--- src/include/flash_host_defines.svh ---
// Timing counts and field constants for the parallel flash host controller
`ifndef FLASH_HOST_DEFINES_SVH
`define FLASH_HOST_DEFINES_SVH
// Clock period in ns (200 MHz)
`define CLK_PERIOD_NS 5
// Read access time in ns, rounded up to cycles
`define T_ACC_NS 70
`define T_ACC_CYC ((`T_ACC_NS + `CLK_PERIOD_NS - 1) / `CLK_PERIOD_NS)
// Write strobe low time in ns, rounded up to cycles
`define T_WP_NS 35
`define T_WP_CYC ((`T_WP_NS + `CLK_PERIOD_NS - 1) / `CLK_PERIOD_NS)
// Recovery between cycles in ns
`define T_REC_NS 20
`define T_REC_CYC ((`T_REC_NS + `CLK_PERIOD_NS - 1) / `CLK_PERIOD_NS)
// Hardware reset pulse width in ns
`define T_RP_NS 500
`define T_RP_CYC ((`T_RP_NS + `CLK_PERIOD_NS - 1) / `CLK_PERIOD_NS)
// Wait after reset release before first access, ns
`define T_RH_NS 50
`define T_RH_CYC ((`T_RH_NS + `CLK_PERIOD_NS - 1) / `CLK_PERIOD_NS)
// Pin widths and phase timer width
`define ADDR_W 19
`define DATA_W 16
`define CNT_W 8
// Program write counts, normal and fast shortcut
`define WR_NORMAL 3'h4
`define WR_FAST 3'h2
// Top data pin index, doubles as low address bit in byte mode
`define TOP_DQ 15
`endif

--- src/include/flash_host_pkg.sv ---
// Types for the parallel flash host controller
package flash_host_pkg;
  // Bus sequencer states
  typedef enum logic [2:0] {
    ST_RST = 3'b000,
    ST_RH = 3'b001,
    ST_IDLE = 3'b010,
    ST_RD = 3'b011,
    ST_WR = 3'b100,
    ST_REC = 3'b101
  } bus_state_t;
endpackage

--- src/core/seq_word_rom.sv ---
// Small command-sequence memory: address/data pairs for unlock cycles
`timescale 1ns/10ps
`default_nettype none
module seq_word_rom (
  input wire logic clk_i,
  input wire logic rst_n_i,
  input wire logic [2:0] idx_i,
  output logic [26:0] word_o
);
  // Entries 0..2: normal program prefix; shortcut prefix reuses entry 2 alone
  logic [26:0] rom [0:7]; // Constant table, 11-bit address + 16-bit data
  always_comb begin
    rom[0] = {11'h555, 16'h00AA};
    rom[1] = {11'h2AA, 16'h0055};
    rom[2] = {11'h555, 16'h00A0};
    rom[3] = 27'h0;
    rom[4] = 27'h0;
    rom[5] = 27'h0;
    rom[6] = 27'h0;
    rom[7] = 27'h0;
  end
  // Registered read data keeps the pin path short
  always_ff @(posedge clk_i or negedge rst_n_i) begin
    if (!rst_n_i) begin
      word_o <= 27'h0;
    end else begin
      word_o <= rom[idx_i];
    end
  end
endmodule
`default_nettype wire

--- src/core/flash_host.sv ---
// Host-side bus controller driving an asynchronous parallel NOR flash
//
// Contract
// - Read: select and gate low, strobe high
// - Write: strobe and select low, gate high
// - Address nineteen bits word, twenty byte
// - Shortcut program needs two writes, else four
`timescale 1ns/10ps
`include "flash_host_defines.svh"
`default_nettype none
module flash_host (
  input wire logic REF_CLK_I,
  input wire logic RST_N_I,
  input wire logic REQ_I,
  input wire logic REQ_WR_I,
  input wire logic REQ_PROG_I,
  input wire logic FAST_I,
  input wire logic BYTE_MODE_I,
  input wire logic [19:0] ADDR_I,
  input wire logic [15:0] WDATA_I,
  input wire logic DEV_RESET_I,
  output logic BUSY_O,
  output logic DONE_O,
  output logic [15:0] RDATA_O,
  output logic READY_O,
  output logic [18:0] ADDR_O,
  output logic [15:0] DQ_O,
  output logic [15:0] DQ_OE_O,
  input wire logic [15:0] DQ_I,
  output logic CS_N_O,
  output logic OG_N_O,
  output logic WS_N_O,
  output logic HW_RESET_N_O,
  output logic WIDTH_SEL_N_O,
  input wire logic READY_BUSY_N_I
);
  flash_host_pkg::bus_state_t state_r; // Sequencer state
  logic [`CNT_W-1:0] cnt_r; // Phase timer
  logic [2:0] wr_left_r; // Write cycles still to issue in a program
  logic [2:0] seq_idx_r; // Index into unlock prefix table
  logic cur_wr_r; // Current cycle is a write
  logic [26:0] seq_word; // Prefix address/data from the table
  logic [15:0] dq_s1_r, dq_s2_r; // Data pin synchroniser
  logic rb_s1_r, rb_s2_r; // Ready/busy synchroniser
  logic prefix; // Current write comes from the table
  logic [19:0] eff_addr; // Address of current cycle, 20 bits; byte address in byte mode, word address in word mode
  logic [15:0] eff_data; // Data of current cycle

  seq_word_rom u_rom (
    .clk_i(REF_CLK_I),
    .rst_n_i(RST_N_I),
    .idx_i(seq_idx_r),
    .word_o(seq_word)
  );

  // Prefix cycles exist only while more writes remain than the last one
  assign prefix = cur_wr_r && (wr_left_r > 3'h1);
  // Table addresses are word addresses; byte mode doubles them
  assign eff_addr = prefix ? (BYTE_MODE_I ? {8'h0, seq_word[26:16], 1'b0}
                                          : {9'h0, seq_word[26:16]})
                           : ADDR_I;
  assign eff_data = prefix ? seq_word[15:0] : WDATA_I;

  // Two-stage sync of pins from the device's domain
  always_ff @(posedge REF_CLK_I or negedge RST_N_I) begin
    if (!RST_N_I) begin
      dq_s1_r <= 16'h0;
      dq_s2_r <= 16'h0;
      rb_s1_r <= 1'b0;
      rb_s2_r <= 1'b0;
    end else begin
      dq_s1_r <= DQ_I;
      dq_s2_r <= dq_s1_r;
      rb_s1_r <= READY_BUSY_N_I;
      rb_s2_r <= rb_s1_r;
    end
  end

  // Sequencer and phase timer
  always_ff @(posedge REF_CLK_I or negedge RST_N_I) begin
    if (!RST_N_I) begin
      state_r <= flash_host_pkg::ST_RST;
      cnt_r <= 8'h0;
      wr_left_r <= 3'h0;
      seq_idx_r <= 3'h0;
      cur_wr_r <= 1'b0;
    end else begin
      case (state_r)
        flash_host_pkg::ST_RST: begin
          // Hold device reset for its minimum pulse
          if (cnt_r >= 8'(`T_RP_CYC - 1)) begin
            state_r <= flash_host_pkg::ST_RH;
            cnt_r <= 8'h0;
          end else begin
            cnt_r <= cnt_r + 8'h1;
          end
        end
        flash_host_pkg::ST_RH: begin
          // Device is back in array read; plain reads follow
          if (cnt_r >= 8'(`T_RH_CYC - 1)) begin
            state_r <= flash_host_pkg::ST_IDLE;
            cnt_r <= 8'h0;
          end else begin
            cnt_r <= cnt_r + 8'h1;
          end
        end
        flash_host_pkg::ST_IDLE: begin
          cnt_r <= 8'h0;
          seq_idx_r <= 3'h0;
          if (DEV_RESET_I) begin
            state_r <= flash_host_pkg::ST_RST;
          end else if (REQ_I && REQ_WR_I) begin
            // Program takes four writes, or two under shortcut
            wr_left_r <= REQ_PROG_I ? (FAST_I ? `WR_FAST : `WR_NORMAL)
                                    : 3'h1;
            seq_idx_r <= (REQ_PROG_I && FAST_I) ? 3'h2 : 3'h0;
            cur_wr_r <= 1'b1;
            state_r <= flash_host_pkg::ST_WR;
          end else if (REQ_I) begin
            wr_left_r <= 3'h0;
            cur_wr_r <= 1'b0;
            state_r <= flash_host_pkg::ST_RD;
          end
        end
        flash_host_pkg::ST_RD: begin
          // Wait out access time before sampling data
          if (cnt_r >= 8'(`T_ACC_CYC + 1)) begin
            state_r <= flash_host_pkg::ST_REC;
            cnt_r <= 8'h0;
          end else begin
            cnt_r <= cnt_r + 8'h1;
          end
        end
        flash_host_pkg::ST_WR: begin
          if (cnt_r >= 8'(`T_WP_CYC - 1)) begin
            state_r <= flash_host_pkg::ST_REC;
            cnt_r <= 8'h0;
            wr_left_r <= wr_left_r - 3'h1;
            seq_idx_r <= seq_idx_r + 3'h1;
          end else begin
            cnt_r <= cnt_r + 8'h1;
          end
        end
        flash_host_pkg::ST_REC: begin
          // Bus quiet between cycles
          if (cnt_r >= 8'(`T_REC_CYC - 1)) begin
            cnt_r <= 8'h0;
            state_r <= (cur_wr_r && wr_left_r != 3'h0)
                       ? flash_host_pkg::ST_WR : flash_host_pkg::ST_IDLE;
          end else begin
            cnt_r <= cnt_r + 8'h1;
          end
        end
        default: begin
          state_r <= flash_host_pkg::ST_RST;
        end
      endcase
    end
  end

  // Control pins; device is only selected inside a cycle
  always_ff @(posedge REF_CLK_I or negedge RST_N_I) begin
    if (!RST_N_I) begin
      CS_N_O <= 1'b1;
      OG_N_O <= 1'b1;
      WS_N_O <= 1'b1;
      HW_RESET_N_O <= 1'b0;
    end else begin
      HW_RESET_N_O <= (state_r != flash_host_pkg::ST_RST);
      CS_N_O <= !(state_r == flash_host_pkg::ST_RD ||
                  state_r == flash_host_pkg::ST_WR);
      // Read: gate low, strobe high
      OG_N_O <= (state_r != flash_host_pkg::ST_RD);
      // Write: strobe low, gate high
      WS_N_O <= (state_r != flash_host_pkg::ST_WR);
    end
  end

  // Address, width select and data drive
  always_ff @(posedge REF_CLK_I or negedge RST_N_I) begin
    if (!RST_N_I) begin
      ADDR_O <= 19'h0;
      DQ_O <= 16'h0;
      DQ_OE_O <= 16'h0;
      WIDTH_SEL_N_O <= 1'b1;
    end else begin
      // Width select high = word, low = byte
      WIDTH_SEL_N_O <= !BYTE_MODE_I;
      // Byte mode drops bit 0 onto top data pin
      ADDR_O <= BYTE_MODE_I ? eff_addr[19:1] : eff_addr[18:0];
      if (state_r == flash_host_pkg::ST_WR) begin
        // Bytes or words of program data per width
        DQ_O <= BYTE_MODE_I ? {eff_addr[0], 7'h0, eff_data[7:0]}
                            : eff_data;
        DQ_OE_O <= BYTE_MODE_I ? 16'h80FF : 16'hFFFF;
      end else if (BYTE_MODE_I && state_r == flash_host_pkg::ST_RD) begin
        // Top pin still carries low address while reading
        DQ_O <= {eff_addr[0], 15'h0};
        DQ_OE_O <= 16'h8000;
      end else begin
        // Otherwise release bus so device can drive it
        DQ_O <= 16'h0;
        DQ_OE_O <= 16'h0;
      end
    end
  end

  // Answer to the user port
  always_ff @(posedge REF_CLK_I or negedge RST_N_I) begin
    if (!RST_N_I) begin
      RDATA_O <= 16'h0;
      DONE_O <= 1'b0;
      BUSY_O <= 1'b1;
      READY_O <= 1'b0;
    end else begin
      READY_O <= rb_s2_r;
      BUSY_O <= (state_r != flash_host_pkg::ST_IDLE) || REQ_I;
      DONE_O <= 1'b0;
      if (state_r == flash_host_pkg::ST_RD && cnt_r == 8'(`T_ACC_CYC + 1))
      begin
        // Array, identifier or status; byte mode keeps low byte
        RDATA_O <= BYTE_MODE_I ? {8'h0, dq_s2_r[7:0]} : dq_s2_r;
        DONE_O <= 1'b1;
      end else if (state_r == flash_host_pkg::ST_REC && cur_wr_r &&
                   wr_left_r == 3'h0 && cnt_r == 8'(`T_REC_CYC - 1)) begin
        DONE_O <= 1'b1; // Command latch gets writes only
      end
    end
  end

  // Read and write never overlap at the pins
  a_rd_wr_excl: assert property (@(posedge REF_CLK_I) disable iff (!RST_N_I)
    !(!OG_N_O && !WS_N_O)) else $error("gate and strobe both low");
  a_rd_select: assert property (@(posedge REF_CLK_I) disable iff (!RST_N_I)
    !OG_N_O |-> !CS_N_O && WS_N_O) else $error("bad read levels");
  a_wr_float: assert property (@(posedge REF_CLK_I) disable iff (!RST_N_I)
    !WS_N_O |-> OG_N_O && !CS_N_O) else $error("bad write levels");
  a_rst_quiet: assert property (@(posedge REF_CLK_I) disable iff (!RST_N_I)
    !HW_RESET_N_O |-> CS_N_O && DQ_OE_O == 16'h0)
    else $error("bus active in reset");
  a_byte_hiz: assert property (@(posedge REF_CLK_I) disable iff (!RST_N_I)
    !WIDTH_SEL_N_O |-> DQ_OE_O[14:8] == 7'h0)
    else $error("upper byte driven");
  a_read_release: assert property (@(posedge REF_CLK_I) disable iff (!RST_N_I)
    !OG_N_O |-> DQ_OE_O[7:0] == 8'h0) else $error("contention");
  a_rst_width: assert property (@(posedge REF_CLK_I) disable iff (!RST_N_I)
    $fell(HW_RESET_N_O) |-> !HW_RESET_N_O [*8])
    else $error("reset too short");
  a_desel_float: assert property (@(posedge REF_CLK_I) disable iff (!RST_N_I)
    CS_N_O |-> DQ_OE_O == 16'h0) else $error("driven idle");
  c_read: cover property (@(posedge REF_CLK_I) disable iff (!RST_N_I)
    $fell(OG_N_O));
  c_write: cover property (@(posedge REF_CLK_I) disable iff (!RST_N_I)
    $fell(WS_N_O));
  c_byte_wr: cover property (@(posedge REF_CLK_I) disable iff (!RST_N_I)
    !WIDTH_SEL_N_O && !WS_N_O);
endmodule
`default_nettype wire

--- config.mk ---
export PLATFORM = sky130hd
export DESIGN_NAME = flash_host
export DESIGN_NICKNAME = d
export VERILOG_FILES = /design/src/include/flash_host_pkg.sv /design/src/core/seq_word_rom.sv /design/src/core/flash_host.sv
export VERILOG_INCLUDE_DIRS = /design/src /design/src/include
export SDC_FILE = /design/constraint.sdc
export NUM_CORES = 1
export LEC_CHECK = 0
export BUFFER_PORTS_ARGS = -buffer_cell sky130_fd_sc_hd__buf_2
export CAP_MARGIN = 0
export CELL_PAD_IN_SITES_DETAIL_PLACEMENT = 1
export CELL_PAD_IN_SITES_GLOBAL_PLACEMENT = 2
export CORE_ASPECT_RATIO = 1.75
export CORE_UTILIZATION = 35
export DETAILED_ROUTE_END_ITERATION = 16
export PLACE_DENSITY_LB_ADDON = 0.08
export RECOVER_POWER = 50
export SYNTH_ARGS = -nofsm -noshare
export SYNTH_HDL_FRONTEND = slang
export SYNTH_SLANG_ARGS = --single-unit
--- constraint.sdc ---
create_clock -name REF_CLK_I -period 5.2 [get_ports REF_CLK_I]
set_input_delay 0.78 -clock REF_CLK_I [delete_from_list [all_inputs] [get_ports REF_CLK_I]]
set_output_delay 0.78 -clock REF_CLK_I [all_outputs]
set_load 0.02 [all_outputs]
==> results_tabular.tex, run 1 <==
\begin{tabular}{lr}
\hline
Metric & Value \\
\hline
\multicolumn{2}{l}{\textbf{Run status}} \\
Result of the run & finished with violations \\
Failing checks & capacitance limit, slew limit \\
\multicolumn{2}{l}{\textbf{Placed design}} \\
Post-place setup slack & 2.91 ns \\
Placed cell count & 689 \\
HPWL Detailed & 8.99 mm \\
Count of input and output buffers & 135 \\
Placer Congestion & 0.743 \\
\multicolumn{2}{l}{\textbf{CTS}} \\
Post-cts gate resize count & 0 \\
CTS tree & built \\
Clock Latency Late Sink & 0.41 ns \\
TritonCTS Sinks & 117 \\
H-tree levels & 4 \\
Cts-stage hold buffer count & 0 \\
Clk pin slew, worst setup/hold paths & 0.05 ns \\
CTS max path bufs & 2 \\
Num CTS Buffers & 17 \\
Root Buffer Master & sky130\_fd\_sc\_hd\_\_clkbuf\_16 \\
Number of buffers added for setup after CTS & 0 \\
\multicolumn{2}{l}{\textbf{STA}} \\
Max-slew violation count & 83 \\
Hold Slack & 0.347 ns \\
Total negative slack & 0 ns \\
Unrepaired setup endpoints after global routing & false \\
Clock skew after layout & 0.00857 ns \\
Rel. slew slack & -36.3\% \\
Hold violation count in the final report & 0 \\
Setup slack of the critical path after layout & 2.76 ns \\
Period utilisation layout & 46.8\% \\
Max Clk Rate & 0.411 GHz \\
Setup-failing EPs final & 0 \\
Min Clock Period, post-route & 2.44 ns \\
Slew @ Worst Pin & 2.04 ns \\
\multicolumn{2}{l}{\textbf{Global route}} \\
GRT Residual Overflow & 0 \\
Via count of the first global-routing pass & 3831 \\
Overall routing resource usage & 19.0\% \\
Initial antenna violation count & 0 \\
Maximum number of pins on one net before global-route repair & 83 \\
Global-route track usage on met2 & 34.4\% \\
Wire length of the first global-routing pass & 20.3 mm \\
Global-route layer with the greatest usage & met2 \\
Routing usage on met1 & 20.6\% \\
Met3 track demand over resource in global routing & 5.26\% \\
\multicolumn{2}{l}{\textbf{Synth}} \\
Number of warning messages in the yosys log & 0 \\
Sequential area share after synthesis & 62.2\% \\
Adder-cell share of the synthesized area & 3.18\% \\
Xor and xnor fraction of the mapped netlist area & 0.186\% \\
EDFF count, synth & 0 \\
Post-synthesis instance area & 4720 sq um \\
Largest family of logic cells by synthesized area & simple AND/OR/NAND/NOR gates \\
Number of synthesized register bits & 117 \\
Net count after synthesis & 486 \\
Flip-flop cell with the highest count after synthesis & sky130\_fd\_sc\_hd\_\_dfrtp\_1 \\
Multiplexer share of the synthesized area & 4.27\% \\
Count of mapped cells out of synthesis & 413 \\
Area fraction in compound gates after synthesis & 10.4\% \\
Async set-reset flop share out of synthesis & 100\% \\
Post-synth cell types & 57 \\
Avg Cell Area, Syn & 11.4 sq um \\
Synthesized-area fraction occupied by and/or/nand/nor cells & 14.0\% \\
\multicolumn{2}{l}{\textbf{Hold path}} \\
Class of the tightest hold or removal check & register to register \\
\multicolumn{2}{l}{\textbf{Route}} \\
Total wire length & 12.3 mm \\
Vias after detailed routing & 3495 \\
Post-DRT Antenna Nets & 0 \\
Number of design rule violations left after detail routing & 0 \\
Avg WL per Cell & 17.1 um \\
Number of vias per cell after detailed routing & 4.85 \\
Number of DRC violations after detailed-routing iteration 0 & 164 \\
Number of iterations in the first detailed-routing pass & 4 \\
\multicolumn{2}{l}{\textbf{Setup path}} \\
Register-to-Register Setup Slack & 2.91 ns \\
Startpoint class of the critical path & input port \\
Arrival time at the worst endpoint & 2.70 ns \\
Largest fanout of any net on the critical path & 22 \\
Kind of end point of the critical path & register \\
CP Data Required Time & 5.47 ns \\
Type of the worst setup path & input port to register \\
\multicolumn{2}{l}{\textbf{Finish}} \\
Final net count & 610 \\
Count of inserted antenna diode cells & 0 \\
Non-filler instance count after layout & 721 \\
Most frequent standard cell in the layout excluding fill and tap cells & sky130\_fd\_sc\_hd\_\_dfrtp\_1 \\
Area growth, synth to finish & 26.0\% \\
Fraction of final layout cells with drive strength greater than 1 & 30.0\% \\
Leading cell types in the layout, fill and taps excluded & sky130\_fd\_sc\_hd\_\_dfrtp\_1, sky130\_fd\_sc\_hd\_\_buf\_2, sky130\_fd\_sc\_hd\_\_nand2\_1, sky130\_fd\_sc\_hd\_\_a21oi\_1, sky130\_fd\_sc\_hd\_\_clkbuf\_1 \\
\multicolumn{2}{l}{\textbf{Pwr}} \\
Sequential group share of total power & 37.5\% \\
Combinational share of power & 28.5\% \\
Worst supply voltage drop on vdd & 0.283 mV \\
Total design power & 3190 uW \\
Leakage power summed over all cells & 0.00294 uW \\
Pint & 2040 uW \\
Share of power burned in the clock network & 34.0\% \\
Power per unit of standard cell area & 537 nW/um\^{}2 \\
Switching part of the total power & 36.1\% \\
P\_sw & 1150 uW \\
\multicolumn{2}{l}{\textbf{Die}} \\
Core area & 13000 sq um \\
Die X & 89.8 um \\
Die H & 156 um \\
Total I/O pin count & 136 \\
Die ar. & 14000 sq um \\
Count of standard-cell rows & 55 \\
Starting density of the core & 36.3\% \\
\multicolumn{2}{l}{\textbf{Run}} \\
Max-cap violations & 2 \\
\hline
\end{tabular}
-- area by class of cell --
| class | count | area [sq um] |
|---|---|---|
| timing repair buffer | 136 | 654 |
| tap | 171 | 214 |
| sequential | 117 | 2930 |
| inverter | 18 | 67.6 |
| fill | 1466 | 7060 |
| clock buffer | 18 | 429 |
| clock inverter | 14 | 129 |
| multi-input combinational | 247 | 1520 |
-- power groups by stage --
stage,Sequential (uW),Combinational [uW],Clock (uW)
final,1200,911,1080
after global routing,1220,1000,1150
after CTS,1200,936,1110
after detailed placement,1210,933,0
after global placement,1210,919,0
after floorplan,1310,534,0
-- worst max-delay path, cell delays in order --
cell                       delay [ns]
sky130_fd_sc_hd__clkbuf_1        1.05
sky130_fd_sc_hd__inv_1           0.53
sky130_fd_sc_hd__a31oi_1         0.27
sky130_fd_sc_hd__nor2_1          0.06
-- routing by layer --
metal	share of wire (%)	wire length [um]	vias to the layer above
met2	56	6850	107
met4	2.3	286	0
met5	0	0	-
li1	-	-	1646
met1	37	4630	1720
met3	4.7	579	22
-- per-stage QoR --
stage          cell area (sq um)  utilization [%]
2_1_floorplan               4720                -
3_3_place_gp                5420             41.6
3_5_place_dp                5420             41.6
4_1_cts                     5970             45.9
5_1_grt                     5940             45.7
6_report                    5940             45.7
-- registers in the layout, indices dropped and copies added, names as in the netlist --
| register | flops |
|---|---|
| DQ_O | 16 |
| state_r | 3 |
| WS_N_O | 1 |
| RDATA_O | 16 |
| rb_s2_r | 1 |
| rb_s1_r | 1 |
| cnt_r | 8 |
| dq_s1_r | 16 |
| DQ_OE_O | 3 |
| u_rom.word_o | 3 |
| OG_N_O | 1 |
| seq_idx_r | 3 |
| WIDTH_SEL_N_O | 1 |
| DONE_O | 1 |
| dq_s2_r | 16 |
| HW_RESET_N_O | 1 |
| cur_wr_r | 1 |
| ADDR_O | 19 |
| READY_O | 1 |
| CS_N_O | 1 |
| wr_left_r | 3 |
| BUSY_O | 1 |
-- kinds of logic (layout without fill, tap and decap cells) --
group	count (synthesis)	after routing
simple gates	137	137
flops	117	117
compound gates	77	77
buf+inv	49	186
mux	20	20
fa+ha+maj	12	12
xor+xnor	1	1
-- path summary, 6_finish.rpt --
kind	end	start	depth (start not counted)
max	DQ_O[15]	BYTE_MODE_I	4
min in group asynchronous	dq_s2_r[11]	RST_N_I	1
max in group asynchronous	BUSY_O	RST_N_I	2
min	dq_s2_r[14]	dq_s1_r[14]	0
max reg2reg	RDATA_O[10]	cnt_r[6]	4
min reg2reg	dq_s2_r[14]	dq_s1_r[14]	0
-- synth_stat cells, types with 7 or more instances --
| cell type | count | area, sq um |
|---|---|---|
| sky130_fd_sc_hd__inv_1 | 18 | 67.6 |
| sky130_fd_sc_hd__mux2i_1 | 19 | 190 |
| sky130_fd_sc_hd__a21oi_1 | 26 | 130 |
| sky130_fd_sc_hd__nand2_1 | 65 | 244 |
| sky130_fd_sc_hd__ha_1 | 12 | 150 |
| sky130_fd_sc_hd__o21ai_0 | 13 | 65.1 |
| sky130_fd_sc_hd__buf_4 | 14 | 105 |
| sky130_fd_sc_hd__nor2_1 | 23 | 86.3 |
| sky130_fd_sc_hd__dfrtp_1 | 112 | 2800 |
| sky130_fd_sc_hd__and3_1 | 7 | 43.8 |
Power figures use the tool's default switching activity.
==> run 2, diff against run 1 <==
ABC_AREA = 1   (was unset)
CORE_UTILIZATION = 32   (was 35)
clock period = 2.4 ns   (was 5.2 ns; I/O delays follow)
==> run 2 against run 1 <==
- the run now ends clean
- global-route usage is 2.1 points lower
- die area is 17% higher
- utilization decreased by 4.3 points
- clock skew is 0.0015 ns higher
- cell count increased by 18%
- critical path type is now register to register
- largest cell class unchanged
==> results_tabular.tex, run 2 <==
\begin{tabular}{lr}
\hline
Metric & Value \\
\hline
\multicolumn{2}{l}{\textbf{Run status}} \\
Result of the run & finished clean \\
\multicolumn{2}{l}{\textbf{Finish}} \\
Count of inserted antenna diode cells & 0 (unchanged) \\
Final net count & 724 (+19\%) \\
Most frequent standard cell in the layout excluding fill and tap cells & sky130\_fd\_sc\_hd\_\_nand2\_1 \\
Area growth, synth to finish & 26.2\% \\
Fraction of final layout cells with drive strength greater than 1 & 33.6\% (+3.6 points) \\
Post-route cell area & 6410 sq um (+7.8\%) \\
Number of flip-flops in the largest register & 19 (unchanged) \\
Top register by number of flip-flops & ADDR\_O \\
Leading cell types in the layout, fill and taps excluded & sky130\_fd\_sc\_hd\_\_nand2\_1, sky130\_fd\_sc\_hd\_\_buf\_2, sky130\_fd\_sc\_hd\_\_dfrtp\_1, sky130\_fd\_sc\_hd\_\_inv\_1, sky130\_fd\_sc\_hd\_\_nor2\_1 \\
\multicolumn{2}{l}{\textbf{Hold path}} \\
Hold wc startpoint & DQ\_I[4] \\
Hold Crit Depth & 1 (+1) \\
WHS Endpoint & dq\_s1\_r[4] \\
Class of the tightest hold or removal check & input port to register \\
\multicolumn{2}{l}{\textbf{STA}} \\
Period utilisation layout & 81.6\% \\
Max Clk Rate & 0.511 GHz \\
Setup slack of the critical path after layout & 0.442 ns (-2.32 ns) \\
Total negative slack & 0 ns (unchanged) \\
Clock skew after layout & 0.0100 ns (+0.00147 ns) \\
Rel. slew slack & 27.9\% (+64 points) \\
Setup-failing EPs final & 0 (unchanged) \\
Slew @ Worst Pin & 1.08 ns (-0.963 ns) \\
Max-slew violation count & 0 (-100\%) \\
Unrepaired setup endpoints after global routing & false \\
Min Clock Period, post-route & 1.96 ns \\
Hold violation count in the final report & 0 (unchanged) \\
\multicolumn{2}{l}{\textbf{Synth}} \\
Avg Cell Area, Syn & 9.82 sq um (-14\%) \\
Number of warning messages in the yosys log & 0 (unchanged) \\
Synth area leader & sky130\_fd\_sc\_hd\_\_dfrtp\_1 \\
Flip-flop cell with the highest count after synthesis & sky130\_fd\_sc\_hd\_\_dfrtp\_1 \\
Top-count cell post-synth & sky130\_fd\_sc\_hd\_\_nand2\_1 \\
Count of mapped cells out of synthesis & 517 (+25\%) \\
Async set-reset flop share out of synthesis & 100\% (unchanged) \\
Net count after synthesis & 590 (+21\%) \\
Number of synthesized register bits & 117 (unchanged) \\
Proportion of netlist area held by the largest area contributor & 55.2\% (-4.2 points) \\
Synth area leaders & sky130\_fd\_sc\_hd\_\_dfrtp\_1, sky130\_fd\_sc\_hd\_\_nand2\_1, sky130\_fd\_sc\_hd\_\_inv\_1 \\
Post-synth cell types & 35 (-39\%) \\
Sequential area share after synthesis & 57.8\% (-4.4 points) \\
Ranking of synthesized cells by instance count & sky130\_fd\_sc\_hd\_\_nand2\_1, sky130\_fd\_sc\_hd\_\_dfrtp\_1, sky130\_fd\_sc\_hd\_\_inv\_1 \\
Post-synthesis instance area & 5080 sq um (+7.6\%) \\
EDFF count, synth & 0 (unchanged) \\
\multicolumn{2}{l}{\textbf{CTS}} \\
Clock Latency Late Sink & 0.42 ns (about the same) \\
CTS max path bufs & 2 (unchanged) \\
TritonCTS Sinks & 117 (unchanged) \\
Clk pin slew, worst setup/hold paths & 0.06 ns (about the same) \\
Root Buffer Master & sky130\_fd\_sc\_hd\_\_clkbuf\_16 \\
H-tree levels & 4 (unchanged) \\
CTS tree & built \\
Number of buffers added for setup after CTS & 0 (unchanged) \\
Num CTS Buffers & 17 (unchanged) \\
\multicolumn{2}{l}{\textbf{Pwr}} \\
Worst supply voltage drop on vdd & 0.513 mV (+81\%) \\
Power per unit of standard cell area & 1160 nW/um\^{}2 (+120\%) \\
Leakage power summed over all cells & 0.00337 uW (+15\%) \\
\multicolumn{2}{l}{\textbf{Placed design}} \\
Total placed instance area & 5850 sq um (+7.9\%) \\
HPWL Detailed & 9.70 mm (+7.9\%) \\
Count of input and output buffers & 135 (unchanged) \\
Placer Congestion & 0.772 (+3.9\%) \\
Post-place setup slack & 0.610 ns (-2.30 ns) \\
\multicolumn{2}{l}{\textbf{Setup path}} \\
Cell-by-cell listing of the critical path & clkinvlp\_2, nand3\_2, nor2\_4, nand3\_4, nand2\_1, o21ai\_2 \\
Worst reg2reg endpoint & RDATA\_O[1] \\
Register-to-Register Setup Slack & 0.44 ns (-2.47 ns) \\
Kind of end point of the critical path & register \\
Arrival time at the worst endpoint & 2.24 ns (-0.46 ns) \\
Cell type group with the largest total delay on the critical path & simple AND/OR/NAND/NOR gates \\
Beginning of the worst register-to-register path & state\_r[2] \\
Type of the worst setup path & register to register \\
Worst path buffer plus inverter count & 1 (-1) \\
CP max stage cell & sky130\_fd\_sc\_hd\_\_dfrtp\_1 \\
Logic depth of the worst setup path including buffers & 6 (+2) \\
Slowest stage delay, CP & 0.43 ns (-0.62 ns) \\
CP Data Required Time & 2.69 ns (-2.78 ns) \\
Startpoint class of the critical path & register \\
Largest fanout of any net on the critical path & 33 (+50\%) \\
Cells on worst reg2reg path & 6 (+2) \\
\multicolumn{2}{l}{\textbf{Global route}} \\
Wire length of the first global-routing pass & 21.2 mm (+4.8\%) \\
Initial antenna violation count & 0 (unchanged) \\
Maximum number of pins on one net before global-route repair & 51 (-39\%) \\
GRT Residual Overflow & 0 (unchanged) \\
Overall routing resource usage & 16.9\% (-2.1 points) \\
Via count of the first global-routing pass & 4178 (+9.1\%) \\
\multicolumn{2}{l}{\textbf{Die}} \\
Starting density of the core & 32.8\% (-3.4 points) \\
Count of standard-cell rows & 60 (+9.1\%) \\
Total I/O pin count & 136 (unchanged) \\
Core area & 15500 sq um (+19\%) \\
Die ar. & 16400 sq um (+17\%) \\
Die X & 97.2 um (+8.3\%) \\
Die H & 169 um (+8.4\%) \\
\multicolumn{2}{l}{\textbf{Route}} \\
Vias after detailed routing & 3846 (+10\%) \\
Avg WL per Cell & 15.2 um (-11\%) \\
Number of DRC violations after detailed-routing iteration 0 & 91 (-45\%) \\
Number of vias per cell after detailed routing & 4.52 (-6.7\%) \\
Total wire length & 12.9 mm (+4.4\%) \\
Number of iterations in the first detailed-routing pass & 4 (unchanged) \\
Number of design rule violations left after detail routing & 0 (unchanged) \\
Post-DRT Antenna Nets & 0 (unchanged) \\
\multicolumn{2}{l}{\textbf{Run}} \\
Max-cap violations & 0 (-2) \\
\hline
\end{tabular}
-- run 2: changes by cell type after synthesis, moves of 6 or more --
| cell | previous run | this run |
|---|---|---|
| sky130_fd_sc_hd__nand2_1 | 65 | 129 |
| sky130_fd_sc_hd__inv_1 | 18 | 55 |
| sky130_fd_sc_hd__mux2i_1 | 19 | 0 |
| sky130_fd_sc_hd__nand2_2 | 2 | 17 |
| sky130_fd_sc_hd__nand3_1 | 3 | 18 |
| sky130_fd_sc_hd__o21ai_2 | 4 | 17 |
| sky130_fd_sc_hd__a21oi_1 | 26 | 18 |
| sky130_fd_sc_hd__and3_1 | 7 | 0 |
| sky130_fd_sc_hd__inv_2 | 0 | 6 |
| sky130_fd_sc_hd__nor2_1 | 23 | 29 |
| sky130_fd_sc_hd__nor4_1 | 6 | 0 |
| sky130_fd_sc_hd__o21ai_1 | 5 | 11 |
-- run 2: area by class of cell --
cell class                      count  area, sq um
Clock buffer                       19          453
Clock inverter                     13          136
Fill cell                        1806         9060
Inverter                           64          245
Multi-Input combinational cell    307         1680
Sequential cell                   117         2930
Tap cell                          186          233
Timing Repair Buffer              144          727
-- run 2: kinds of logic after synthesis --
| family | synth area share [%] |
|---|---|
| simple gates | 20.5 |
| xor+xnor | 0.863 |
| flops | 57.8 |
| compound gates | 8.87 |
| fa+ha+maj | 2.96 |
| buf+inv | 9.05 |
-- run 2: power breakdown --
part,switching [uW],internal [uW],leakage [uW]
Sequential,219,2330,0.00143
Combinational,1630,731,0.00165
Clock,993,1510,0.000288
-- run 2: worst max-delay path by stage --
stage                  from          to  slack, ns
6_report         state_r[2]  RDATA_O[1]       0.44
5_1_grt          state_r[2]  RDATA_O[1]       0.28
4_1_cts          state_r[2]  RDATA_O[1]       0.58
3_5_place_dp     state_r[2]  RDATA_O[1]       0.61
3_3_place_gp     state_r[2]  RDATA_O[2]       0.68
2_1_floorplan  wr_left_r[0]  ADDR_O[13]       0.95
-- run 2: timing repair --
| item | 4_1_cts | 5_1_grt |
|---|---|---|
| hold endpoints to repair | 40 | 0 |
| hold buffers | 1 | 0 |
| gates resized for setup | 0 | 0 |
-- run 2: metrics by stage --
step           cells  power (uW)  hold WS, ns  utilization [%]
6_report         850        7410       0.0471             41.4
5_1_grt          850        7920       0.0257             41.4
4_1_cts          850        7600       0.0231             41.7
3_5_place_dp     817        5040        0.336             37.8
3_3_place_gp     817        4970        0.332             37.8
2_1_floorplan    517        4310       0.0644                -
-- run 2: layer usage --
| metal | vias up | share of wire (%) | global-route usage (%) |
|---|---|---|---|
| met5 | - | 0 | 0 |
| met4 | 0 | 2.1 | 7.40 |
| met3 | 21 | 3.9 | 3.76 |
| met2 | 102 | 56 | 31.5 |
| met1 | 1856 | 38 | 18.0 |
| li1 | 1867 | - | - |
